File: src/core/tft_timing_pkg.sv
// Package: register map, field layout and reset values of the TFT timing block
package tft_timing_pkg;

  // ==========================================================================
  // Register byte offsets
  localparam logic [7:0] A_CTRL   = 8'h00;
  localparam logic [7:0] A_CLK    = 8'h04;
  localparam logic [7:0] A_HTOTAL = 8'h08;
  localparam logic [7:0] A_HBLANK = 8'h0C;
  localparam logic [7:0] A_HSYNC  = 8'h10;
  localparam logic [7:0] A_VTOTAL = 8'h14;
  localparam logic [7:0] A_VBLANK = 8'h18;
  localparam logic [7:0] A_VSOFF  = 8'h1C;
  localparam logic [7:0] A_VSWID  = 8'h20;
  localparam logic [7:0] A_DVE    = 8'h24;
  localparam logic [7:0] A_STATUS = 8'h28;

  // ==========================================================================
  // Control register bit positions
  localparam int C_ENABLE  = 0;
  localparam int C_CLK_POL = 1;
  localparam int C_HS_POL  = 2;
  localparam int C_VS_POL  = 3;
  localparam int C_DVE_POL = 4;
  localparam int C_DVE_GP  = 5;
  localparam int C_GP_LVL  = 6;
  localparam int CTRL_W    = 7;

  // Clock register field positions, then the upper-half field of the paired registers
  localparam int F_PERIOD = 0;
  localparam int F_UP     = 8;
  localparam int F_DOWN   = 16;
  localparam int F_PERPIX = 24;
  localparam int F_HI     = 16;

  // ==========================================================================
  // Reset values
  localparam logic [CTRL_W-1:0] R_CTRL   = 7'h00;
  localparam logic [7:0]        R_PERIOD = 8'h02;
  localparam logic [7:0]        R_UP     = 8'h00;
  localparam logic [7:0]        R_DOWN   = 8'h02;
  localparam logic [3:0]        R_PERPIX = 4'h1;
  localparam logic [15:0]       R_HTOTAL = 16'h0020;
  localparam logic [15:0]       R_HBL    = 16'h0004;
  localparam logic [15:0]       R_AW     = 16'h0010;
  localparam logic [15:0]       R_HSOFF  = 16'h0000;
  localparam logic [15:0]       R_HSW    = 16'h0004;
  localparam logic [15:0]       R_VTOTAL = 16'h0010;
  localparam logic [15:0]       R_VBL    = 16'h0002;
  localparam logic [15:0]       R_AH     = 16'h0008;
  localparam logic [15:0]       R_VSOFF  = 16'h0000;
  localparam logic [23:0]       R_VSW    = 24'h000100;
  localparam logic [7:0]        R_DVE    = 8'h00;

  // ==========================================================================
  // Bus encodings
  localparam logic [1:0] HTRANS_NONSEQ = 2'h2;
  localparam logic [2:0] HSIZE_WORD    = 3'h2;

  // ==========================================================================
  // Timing configuration carried as one group
  typedef struct packed {
    logic [CTRL_W-1:0] ctrl;
    logic [7:0]        period;
    logic [7:0]        clk_up;
    logic [7:0]        clk_down;
    logic [3:0]        per_pixel;
    logic [15:0]       h_total;
    logic [15:0]       leading_h_blank;
    logic [15:0]       active_width;
    logic [15:0]       hs_offset;
    logic [15:0]       hs_width;
    logic [15:0]       v_total;
    logic [15:0]       leading_v_blank;
    logic [15:0]       active_height;
    logic [15:0]       vs_offset;
    logic [23:0]       vs_width;
    logic [7:0]        valid_enable_delay;
  } cfg_t;

  localparam cfg_t CFG_RESET = '{
    ctrl: R_CTRL, period: R_PERIOD, clk_up: R_UP, clk_down: R_DOWN, per_pixel: R_PERPIX,
    h_total: R_HTOTAL, leading_h_blank: R_HBL, active_width: R_AW, hs_offset: R_HSOFF,
    hs_width: R_HSW, v_total: R_VTOTAL, leading_v_blank: R_VBL, active_height: R_AH,
    vs_offset: R_VSOFF, vs_width: R_VSW, valid_enable_delay: R_DVE};

  // Panel-side output group
  typedef struct packed {
    logic        pclk;
    logic        lsync;
    logic        fsync;
    logic        dve;
    logic [23:0] data;
  } panel_t;

endpackage

File: src/core/tft_sync_display_timing.sv
// TFT panel synchronous timing generator with an AHB-Lite register slave
//
// How it works
// - Drive panel clock, line sync, frame sync, data-valid enable and a pixel bus.
// - Every control is timed from a local start point by offset, rise and fall.
// - Each panel clock access lasts a whole number of base clock periods.
// - Pixel data launches exactly at the local start point, no shift.
// - Pixel bus is output only toward the panel.
// - Data holds steady around the capturing panel clock edge; clock runs continuously.
// - Line sync starts each line; frame sync is held until a line sync it overlaps has ended.
// - Data-valid marks real pixel data, its edges trailing the data launch by valid_enable_delay half steps.
// - Data-valid pin may instead serve as a software-driven general control pin.
// - All horizontal and vertical timing values come from software registers.
// - A pixel spans a programmable count of panel clocks, one or more.
// - Line counter counts total line length in panel clocks, blanking included.
// - Line sync width is programmed in half base clock steps.
// - Line is leading blank, active width, then the rest as trailing blank.
// - Frame counter counts total lines; frame syncs recur at that spacing.
// - Frame sync width is programmed in half base clock steps.
// - Frame is leading blank lines, active lines, then trailing blank lines.
// - Panel clock edges are offset from the start point in half steps.
// - Frame sync edges are offset from their start point in half steps.
// - Line sync edges are offset from their start point in half steps.
// - Data-valid edges are offset in half steps from the data launch point.
// - Each generator toggles at programmed rise and fall counts, half-step resolved.
//
// The register offsets and register access over AHB-Lite were decided locally.
`timescale 1ns/1ps

module tft_sync_display_timing (
  // System
  input  wire logic        CLK_SYS_I,
  input  wire logic        RST_I,
  input  wire logic        CE_I,
  // Timing base clock from outside
  input  wire logic        TBCLK_I,
  // AHB-Lite slave
  input  wire logic        HSEL_I,
  input  wire logic [31:0] HADDR_I,
  input  wire logic [1:0]  HTRANS_I,
  input  wire logic        HWRITE_I,
  input  wire logic [2:0]  HSIZE_I,
  input  wire logic [31:0] HWDATA_I,
  input  wire logic        HREADY_I,
  output logic      [31:0] HRDATA_O,
  output logic             HREADYOUT_O,
  output logic             HRESP_O,
  // Pixel source
  input  wire logic [23:0] PIX_DATA_I,
  output logic             PIX_REQ_O,
  // Panel
  output logic             PCLK_O,
  output logic             LSYNC_O,
  output logic             FSYNC_O,
  output logic             DVE_O,
  output logic      [23:0] PIX_DATA_O
);

  // ==========================================================================
  // Register bus
  tft_timing_pkg::cfg_t cfg_q;
  logic        wr_pend_q;
  logic [7:0]  wr_addr_q;
  logic [31:0] rdata_q;
  logic [15:0] x_q;
  logic [15:0] y_q;
  logic        take;

  // Zero wait states; stall while frozen so no access is lost
  assign HREADYOUT_O = CE_I;
  assign HRESP_O     = 1'b0;
  assign HRDATA_O    = rdata_q;
  assign take        = HSEL_I && HREADY_I && HTRANS_I == tft_timing_pkg::HTRANS_NONSEQ;

  always_ff @(posedge CLK_SYS_I) begin
    if (RST_I) begin
      wr_pend_q <= 1'b0;
    end else if (CE_I) begin
      wr_pend_q <= take && HWRITE_I;
    end
  end

  // Address kept for the data phase of a write
  always_ff @(posedge CLK_SYS_I) begin
    if (RST_I) begin
      wr_addr_q <= 8'h00;
    end else if (CE_I) begin
      wr_addr_q <= HADDR_I[7:0];
    end
  end

  // Software owns every timing value
  always_ff @(posedge CLK_SYS_I) begin
    if (RST_I) begin
      cfg_q <= tft_timing_pkg::CFG_RESET;
    end else if (CE_I && wr_pend_q) begin
      unique case (wr_addr_q)
        tft_timing_pkg::A_CTRL: begin
          cfg_q.ctrl <= HWDATA_I[tft_timing_pkg::CTRL_W-1:0];
        end
        tft_timing_pkg::A_CLK: begin
          cfg_q.period    <= HWDATA_I[tft_timing_pkg::F_PERIOD +: 8];
          cfg_q.clk_up    <= HWDATA_I[tft_timing_pkg::F_UP +: 8];
          cfg_q.clk_down  <= HWDATA_I[tft_timing_pkg::F_DOWN +: 8];
          cfg_q.per_pixel <= HWDATA_I[tft_timing_pkg::F_PERPIX +: 4];
        end
        tft_timing_pkg::A_HTOTAL: begin
          cfg_q.h_total <= HWDATA_I[15:0];
        end
        tft_timing_pkg::A_HBLANK: begin
          cfg_q.leading_h_blank <= HWDATA_I[15:0];
          cfg_q.active_width    <= HWDATA_I[tft_timing_pkg::F_HI +: 16];
        end
        tft_timing_pkg::A_HSYNC: begin
          cfg_q.hs_offset <= HWDATA_I[15:0];
          cfg_q.hs_width  <= HWDATA_I[tft_timing_pkg::F_HI +: 16];
        end
        tft_timing_pkg::A_VTOTAL: begin
          cfg_q.v_total <= HWDATA_I[15:0];
        end
        tft_timing_pkg::A_VBLANK: begin
          cfg_q.leading_v_blank <= HWDATA_I[15:0];
          cfg_q.active_height   <= HWDATA_I[tft_timing_pkg::F_HI +: 16];
        end
        tft_timing_pkg::A_VSOFF: begin
          cfg_q.vs_offset <= HWDATA_I[15:0];
        end
        tft_timing_pkg::A_VSWID: begin
          cfg_q.vs_width <= HWDATA_I[23:0];
        end
        tft_timing_pkg::A_DVE: begin
          cfg_q.valid_enable_delay <= HWDATA_I[7:0];
        end
        default: begin
        end
      endcase
    end
  end

  // Read data sampled in the address phase, shown in the data phase
  always_ff @(posedge CLK_SYS_I) begin
    if (RST_I) begin
      rdata_q <= 32'h00000000;
    end else if (CE_I && take && !HWRITE_I) begin
      unique case (HADDR_I[7:0])
        tft_timing_pkg::A_CTRL:   rdata_q <= {25'h0000000, cfg_q.ctrl};
        tft_timing_pkg::A_CLK:    rdata_q <= {4'h0, cfg_q.per_pixel, cfg_q.clk_down, cfg_q.clk_up, cfg_q.period};
        tft_timing_pkg::A_HTOTAL: rdata_q <= {16'h0000, cfg_q.h_total};
        tft_timing_pkg::A_HBLANK: rdata_q <= {cfg_q.active_width, cfg_q.leading_h_blank};
        tft_timing_pkg::A_HSYNC:  rdata_q <= {cfg_q.hs_width, cfg_q.hs_offset};
        tft_timing_pkg::A_VTOTAL: rdata_q <= {16'h0000, cfg_q.v_total};
        tft_timing_pkg::A_VBLANK: rdata_q <= {cfg_q.active_height, cfg_q.leading_v_blank};
        tft_timing_pkg::A_VSOFF:  rdata_q <= {16'h0000, cfg_q.vs_offset};
        tft_timing_pkg::A_VSWID:  rdata_q <= {8'h00, cfg_q.vs_width};
        tft_timing_pkg::A_DVE:    rdata_q <= {24'h000000, cfg_q.valid_enable_delay};
        tft_timing_pkg::A_STATUS: rdata_q <= {y_q, x_q};
        default:                  rdata_q <= 32'h00000000;
      endcase
    end
  end

  // ==========================================================================
  // Base clock sampling
  logic tb_s1_q;
  logic tb_s2_q;
  logic tb_s3_q;
  logic tb_lvl_q;
  logic half_tick;
  logic run;

  // Level accepted only once two later stages agree
  always_ff @(posedge CLK_SYS_I) begin
    if (RST_I) begin
      tb_s1_q  <= 1'b0;
      tb_s2_q  <= 1'b0;
      tb_s3_q  <= 1'b0;
      tb_lvl_q <= 1'b0;
    end else if (CE_I) begin
      tb_s1_q <= TBCLK_I;
      tb_s2_q <= tb_s1_q;
      tb_s3_q <= tb_s2_q;
      if (tb_s2_q == tb_s3_q) begin
        tb_lvl_q <= tb_s3_q;
      end
    end
  end

  // Both base clock edges count, giving half-period resolution
  assign run       = cfg_q.ctrl[tft_timing_pkg::C_ENABLE];
  assign half_tick = run && tb_s2_q == tb_s3_q && tb_s3_q != tb_lvl_q;

  // ==========================================================================
  // Access, pixel, line and frame counters
  logic [8:0]  hc_q;
  logic [8:0]  hc_n;
  logic [8:0]  period_half;
  logic        hc_wrap;
  logic [3:0]  comp_q;
  logic        comp_wrap;
  logic        launch;
  logic        x_wrap;
  logic        y_wrap;
  logic [15:0] x_n;
  logic [15:0] y_n;
  logic [23:0] lh_q;
  logic [31:0] fh_q;
  logic        line_start;
  logic        frame_start;
  logic        start_q;
  logic [23:0] lh_n;
  logic [31:0] fh_n;

  assign period_half = {cfg_q.period, 1'b0};
  assign hc_wrap     = start_q || hc_q == period_half - 9'h001;
  assign hc_n        = hc_wrap ? 9'h000 : hc_q + 9'h001;
  assign comp_wrap   = start_q || comp_q + 4'h1 >= cfg_q.per_pixel;
  assign x_wrap      = start_q || x_q + 16'h0001 >= cfg_q.h_total;
  assign y_wrap      = start_q || y_q + 16'h0001 >= cfg_q.v_total;
  assign x_n         = x_wrap ? 16'h0000 : x_q + 16'h0001;
  assign y_n         = x_wrap ? (y_wrap ? 16'h0000 : y_q + 16'h0001) : y_q;
  assign line_start  = half_tick && hc_wrap && x_wrap;
  assign frame_start = line_start && y_wrap;
  // Local start point of a new pixel
  assign launch      = half_tick && hc_wrap && comp_wrap;

  // First half step after enabling is a full local start point, so frame one is whole
  always_ff @(posedge CLK_SYS_I) begin
    if (RST_I || !run) begin
      start_q <= 1'b1;
    end else if (CE_I && half_tick) begin
      start_q <= 1'b0;
    end
  end

  // Access position in half steps
  always_ff @(posedge CLK_SYS_I) begin
    if (RST_I || !run) begin
      hc_q <= 9'h000;
    end else if (CE_I && half_tick) begin
      hc_q <= hc_n;
    end
  end

  // Component within the current pixel
  always_ff @(posedge CLK_SYS_I) begin
    if (RST_I || !run) begin
      comp_q <= 4'h0;
    end else if (CE_I && half_tick && hc_wrap) begin
      comp_q <= comp_wrap ? 4'h0 : comp_q + 4'h1;
    end
  end

  // Panel clocks within the line
  always_ff @(posedge CLK_SYS_I) begin
    if (RST_I || !run) begin
      x_q <= 16'h0000;
    end else if (CE_I && half_tick && hc_wrap) begin
      x_q <= x_n;
    end
  end

  // Lines within the frame
  always_ff @(posedge CLK_SYS_I) begin
    if (RST_I || !run) begin
      y_q <= 16'h0000;
    end else if (CE_I && half_tick && hc_wrap) begin
      y_q <= y_n;
    end
  end

  // Position of the step being entered, so offset zero meets the launch itself
  assign lh_n = line_start ? 24'h000000 : lh_q + 24'h000001;
  assign fh_n = frame_start ? 32'h00000000 : fh_q + 32'h00000001;

  always_ff @(posedge CLK_SYS_I) begin
    if (RST_I || !run) begin
      lh_q <= 24'h000000;
    end else if (CE_I && half_tick) begin
      lh_q <= lh_n;
    end
  end

  always_ff @(posedge CLK_SYS_I) begin
    if (RST_I || !run) begin
      fh_q <= 32'h00000000;
    end else if (CE_I && half_tick) begin
      fh_q <= fh_n;
    end
  end

  // ==========================================================================
  // Control generators
  logic        pclk_act;
  logic        hs_act;
  logic        vs_act;
  logic [24:0] hs_end;
  logic [32:0] vs_end;
  logic        in_region;
  logic        region_q;
  logic        region_d;
  logic        vs_lvl_q;

  // Fall edge must sit away from the launch so data is steady when captured
  assign pclk_act = hc_n >= {1'b0, cfg_q.clk_up} && hc_n < {1'b0, cfg_q.clk_down};
  assign hs_end   = {9'h000, cfg_q.hs_offset} + {9'h000, cfg_q.hs_width};
  assign hs_act   = {1'b0, lh_n} >= {9'h000, cfg_q.hs_offset} && {1'b0, lh_n} < hs_end;
  assign vs_end   = {17'h00000, cfg_q.vs_offset} + {9'h000, cfg_q.vs_width};
  assign vs_act   = {1'b0, fh_n} >= {17'h00000, cfg_q.vs_offset} && {1'b0, fh_n} < vs_end;
  assign in_region = x_n >= cfg_q.leading_h_blank
                  && {1'b0, x_n} < {1'b0, cfg_q.leading_h_blank} + {1'b0, cfg_q.active_width}
                  && y_n >= cfg_q.leading_v_blank
                  && {1'b0, y_n} < {1'b0, cfg_q.leading_v_blank} + {1'b0, cfg_q.active_height};
  assign region_d = launch ? in_region : region_q;

  // Region flag of the latest launched pixel
  always_ff @(posedge CLK_SYS_I) begin
    if (RST_I || !run) begin
      region_q <= 1'b0;
    end else if (CE_I && half_tick) begin
      region_q <= region_d;
    end
  end

  // Frame sync held until the line sync it covers has ended
  always_ff @(posedge CLK_SYS_I) begin
    if (RST_I || !run) begin
      vs_lvl_q <= 1'b0;
    end else if (CE_I && half_tick) begin
      vs_lvl_q <= vs_act || (vs_lvl_q && hs_act);
    end
  end

  // ==========================================================================
  // Panel outputs
  tft_timing_pkg::panel_t pan_q;

  always_ff @(posedge CLK_SYS_I) begin
    if (RST_I) begin
      pan_q <= '0;
    end else if (CE_I) begin
      if (!run) begin
        pan_q.pclk  <= cfg_q.ctrl[tft_timing_pkg::C_CLK_POL];
        pan_q.lsync <= cfg_q.ctrl[tft_timing_pkg::C_HS_POL];
        pan_q.fsync <= cfg_q.ctrl[tft_timing_pkg::C_VS_POL];
        pan_q.dve   <= cfg_q.ctrl[tft_timing_pkg::C_DVE_GP] ? cfg_q.ctrl[tft_timing_pkg::C_GP_LVL]
                                                            : cfg_q.ctrl[tft_timing_pkg::C_DVE_POL];
        pan_q.data  <= 24'h000000;
      end else begin
        if (half_tick) begin
          pan_q.pclk  <= pclk_act ^ cfg_q.ctrl[tft_timing_pkg::C_CLK_POL];
          pan_q.lsync <= hs_act ^ cfg_q.ctrl[tft_timing_pkg::C_HS_POL];
          pan_q.fsync <= (vs_act || (vs_lvl_q && hs_act)) ^ cfg_q.ctrl[tft_timing_pkg::C_VS_POL];
        end
        if (cfg_q.ctrl[tft_timing_pkg::C_DVE_GP]) begin
          pan_q.dve <= cfg_q.ctrl[tft_timing_pkg::C_GP_LVL];
        end else if (half_tick && hc_n == {1'b0, cfg_q.valid_enable_delay}) begin
          pan_q.dve <= region_d ^ cfg_q.ctrl[tft_timing_pkg::C_DVE_POL];
        end
        if (launch) begin
          // Blank pixels carry zero so the bus never shows stale data
          pan_q.data <= in_region ? PIX_DATA_I : 24'h000000;
        end
      end
    end
  end

  // Pixel consumed in the launch cycle itself
  assign PIX_REQ_O  = CE_I && launch && in_region;
  assign PCLK_O     = pan_q.pclk;
  assign LSYNC_O    = pan_q.lsync;
  assign FSYNC_O    = pan_q.fsync;
  assign DVE_O      = pan_q.dve;
  assign PIX_DATA_O = pan_q.data;

endmodule

File: config.mk
export PLATFORM = sky130hd
export DESIGN_NAME = tft_sync_display_timing
export DESIGN_NICKNAME = d
export VERILOG_FILES = /design/src/core/tft_timing_pkg.sv /design/src/core/tft_sync_display_timing.sv
export SDC_FILE = /design/constraint.sdc
export NUM_CORES = 1
export LEC_CHECK = 0
export ABC_AREA = 1
export BUFFER_PORTS_ARGS = -buffer_cell sky130_fd_sc_hd__buf_2
export CAP_MARGIN = 20
export CORE_MARGIN = 2
export CORE_UTILIZATION = 38
export CTS_BUF_LIST = sky130_fd_sc_hd__clkbuf_8 sky130_fd_sc_hd__clkbuf_16
export CTS_CLUSTER_SIZE = 24
export DETAILED_ROUTE_END_ITERATION = 7
export PLACE_DENSITY = 0.5
export REMOVE_ABC_BUFFERS = 1
export SLEW_MARGIN = 10
export SYNTH_ARGS = -nofsm -noshare
export SYNTH_HDL_FRONTEND = slang
export SYNTH_SLANG_ARGS = --single-unit
File: constraint.sdc
create_clock -name CLK_SYS_I -period 6.6 [get_ports CLK_SYS_I]
set_clock_uncertainty 0.1 [all_clocks]
set_input_delay 0 -clock CLK_SYS_I [delete_from_list [all_inputs] [get_ports CLK_SYS_I]]
set_output_delay 0 -clock CLK_SYS_I [all_outputs]
set_load 0.03 [all_outputs]
==> results.sh <==
export IMPL_outcome="completed"
export IMPL_via_per_inst=5.28
export IMPL_htreeDepth=2
export IMPL_rr_worst_depth=37
export IMPL_ant_nets=0
export IMPL_ioPinCount=163
export IMPL_place_inst=4438
export IMPL_crit_fanout=8
export IMPL_synth_edf_count=0
export IMPL_clockPowerShare_pct=51.7
export IMPL_drc=0
export IMPL_tns_ns=0
export IMPL_crit_buf_inv=9
export IMPL_power_frac_comb_pct=4.1
export IMPL_nNetsFinal=4075
export IMPL_drtPass1Iterations=5
export IMPL_avgSynthCellArea_um2=7.08
export IMPL_seqPwrFrac_pct=44.2
export IMPL_worstHoldEndpoint="cfg_q[141]$_SDFFE_PP0P_"
export IMPL_ys_ff_latch=388
export IMPL_clk_latency_ns=0.60
export IMPL_hold_viol=0
export IMPL_drt_iter0_drc=2117
export IMPL_power_leakage_nw=12.9
export IMPL_power_internal_mw=4.09
export IMPL_io_buffers=134
export IMPL_finalCritPeriodShare_pct=95.4
export IMPL_cp_start_kind="flop"
export IMPL_syn_inst=3547
export IMPL_crit_path_start="y_q[0]$_SDFFE_PP0P_"
export IMPL_rrSetupSlack_ns=0.53
export IMPL_critPathRequiredTime_ns=6.50
export IMPL_drv_slew=0
export IMPL_cts_root_buf="clkbuf_16"
export IMPL_syn_to_final_growth_pct=16.9
export IMPL_grt_pass1_vias=22700
export IMPL_async_reset_ff_share_pct=0
export IMPL_wl_per_cell_um=20.6
export IMPL_netlist_area_um2=25100
export IMPL_track_usage_pct=27.5
export IMPL_setup_viol=0
export IMPL_yosys_warnings=0
export IMPL_grt_ovfl_total=0
export IMPL_stdcell_area_um2=29400
export IMPL_p_per_area_nw_per_um2=182
export IMPL_arrival_ns=6.20
export IMPL_worstHoldStart="HWDATA_I[29]"
export IMPL_core_area_um2=65600
export IMPL_fp_dieH_um=261
export IMPL_crit_family="simple AND/OR/NAND/NOR gates"
export IMPL_hold_path_class="primary input to flop"
export IMPL_drive_gt1_share_pct=10.1
export IMPL_dieArea_um2=68200
export IMPL_clk_path_buf_depth=3
export IMPL_cts_tree="done"
export IMPL_antenna_found_initial=2
export IMPL_synth_distinct_cells=58
export IMPL_vias=24400
export IMPL_synth_seq_area_share_pct=30.9
export IMPL_cts_sinks=388
export IMPL_layout_cells_non_filler=4616
export IMPL_holdPathStages=4
export IMPL_num_rows=94
export IMPL_grt_max_degree=88
export IMPL_die_width_um=261
export IMPL_utilization_pct=44.7
export IMPL_synthFlopType="dfxtp_1"
export IMPL_r2r_start="y_q[0]$_SDFFE_PP0P_"
export IMPL_crit_path_max_incr_delay_ns=0.38
export IMPL_power_switching_mw=1.26
export IMPL_max_freq_ghz=0.159
export IMPL_path_clk_slew_ns=0.06
export IMPL_swShare_pct=23.6
export IMPL_cap_viol_max_count=0
export IMPL_fillers=6876
export IMPL_gp_congestion=0.935
export IMPL_worstSetupEndpointType="output port"
export IMPL_vdd_ir_drop_max_mv=0.150
export IMPL_timing_final_crit_period_ns=6.30
export IMPL_place_hpwl_mm=71.7
export IMPL_routed_wirelength_mm=95.3
export IMPL_critPathKind="flop to output port"
export IMPL_final_common_cell="inv_1"
export IMPL_final_cell_mix="500 x inv_1, 455 x nand2_1, 431 x a21oi_1, 386 x dfxtp_1, 351 x o21ai_0"
export IMPL_place_area_um2=26600
export IMPL_tightest_slew_ns=1.06
export IMPL_slowest_stage="dfxtp_4"
export IMPL_cts_buffers=48
export IMPL_start_util_pct=38.3
export IMPL_r2r_end="DVE_O$_SDFFE_PP0P_"
export IMPL_grt_pass1_wl_mm=142
export IMPL_slew_headroom_pct=29.1
==> cell type report <==
cell class              count  area [um^2]  share of cell area, %
multi-input cells        2480        15000                   51.0
repair buffers            267         1920                   6.52
well taps                 864         1080                   3.68
diodes                      1         2.50                0.00852
clock inverters            25          251                  0.856
clock buffers              60         1380                   4.69
flip-flops and latches    388         7770                   26.5
inverters                 531         2000                   6.83
==> synthesized netlist by cell type, types with 9 or more instances <==
library cell	n	share of area, %
a211oi_1	57	1.7
a21o_1	9	0.27
a21oi_1	433	8.6
a221oi_1	25	0.87
buf_1	9	0.13
clkbuf_1	132	2.0
clkinv_1	12	0.18
dfxtp_1	388	31
ha_1	255	13
inv_1	496	7.4
inv_2	22	0.33
nand2_1	460	6.9
nand2_2	11	0.27
nand3_1	118	2.4
nand4_1	36	0.90
nor2_1	327	4.9
nor2_2	11	0.27
nor3_1	50	1.0
nor4_1	16	0.40
o211ai_1	15	0.45
o21ai_0	353	7.0
o21ai_1	9	0.18
o21bai_1	15	0.45
o221ai_1	17	0.59
o22ai_1	59	1.5
xnor2_1	34	1.2
xor2_1	99	3.5
==> through the flow <==
| stage | worst slack [ns] | total power, mW | hold WS, ns |
|---|---|---|---|
| floorplan | -0.0376 | 2.49 | -0.100 |
| CTS | 0.0162 | 5.39 | 0.0913 |
| global route | -0.0378 | 5.51 | 0.135 |
| detailed placement | 0.375 | 2.59 | 0.133 |
| global placement | 0.413 | 2.59 | 0.124 |
| finish | 0.304 | 5.35 | 0.109 |
==> worst max path at each step <==
stage | endpoint | slack (ns) | cells after the start
floorplan | PIX_DATA_O[0]$_SDFFE_PP0P_ | -0.04 | 10
global placement | DVE_O$_SDFFE_PP0P_ | 0.41 | 40
detailed placement | DVE_O$_SDFFE_PP0P_ | 0.37 | 41
CTS | PIX_REQ_O | 0.02 | 37
global route | PIX_REQ_O | -0.04 | 39
finish | PIX_REQ_O | 0.30 | 33
==> power groups by stage <==
stage | Sequential (mW) | Combinational (mW) | Clock [mW]
after floorplan | 2.43 | 0.0639 | 0
after global placement | 2.41 | 0.181 | 0
after detailed placement | 2.41 | 0.180 | 0
after CTS | 2.36 | 0.219 | 2.81
after global routing | 2.36 | 0.238 | 2.91
final | 2.36 | 0.222 | 2.77
==> metal layers <==
metal  global-route usage (%)  wire, um  vias to the layer above
li1                         -         -                    12300
met1                     37.6     43900                    11300
met2                     44.0     42600                      669
met3                     3.66      5290                      158
met4                     10.1      3530                        0
met5                        0         0                        -
==> state kept, by name, summed over array words and instances (netlist names), 4 cells and up <==
register	cells
x_q	16
HRDATA_O	32
cfg_q	211
lh_q	24
comp_q	4
fh_q	32
wr_addr_q	8
hc_q	9
PIX_DATA_O	24
y_q	16
==> repair_timing <==
item / in CTS / in global routing
endpoints found under the hold margin: 266 / 0
pin swaps: 0 / 15
cloned: 0 / 0
gates resized for setup: 3 / 41
hold buffers: 78 / 0
buffers inserted: 0 / 13
endpoints found under the setup margin: 1 / 30
==> cells by family (layout without fill, tap and decap cells) <==
kind of cell | count (synthesis) | after routing | share of synthesized area (%)
AND/OR/NAND/NOR | 1059 | 1059 | 18.3
AO/OA/AOI/OAI | 1027 | 1027 | 22.8
buffers and inverters | 679 | 883 | 10.3
flip-flops | 388 | 388 | 30.9
adder cells (fa/ha/maj) | 259 | 259 | 13.0
XOR/XNOR | 133 | 133 | 4.64
other | 1 | 2 | 0.0149
multiplexers | 1 | 1 | 0.0398
==> tightest hold or removal path, delay by kind of cell <==
kind | cells | cell delay, ns
buffers and inverters | 2 | 0.64
AND/OR/NAND/NOR | 2 | 0.12
Note: power is estimated with default switching activity, not from simulation.
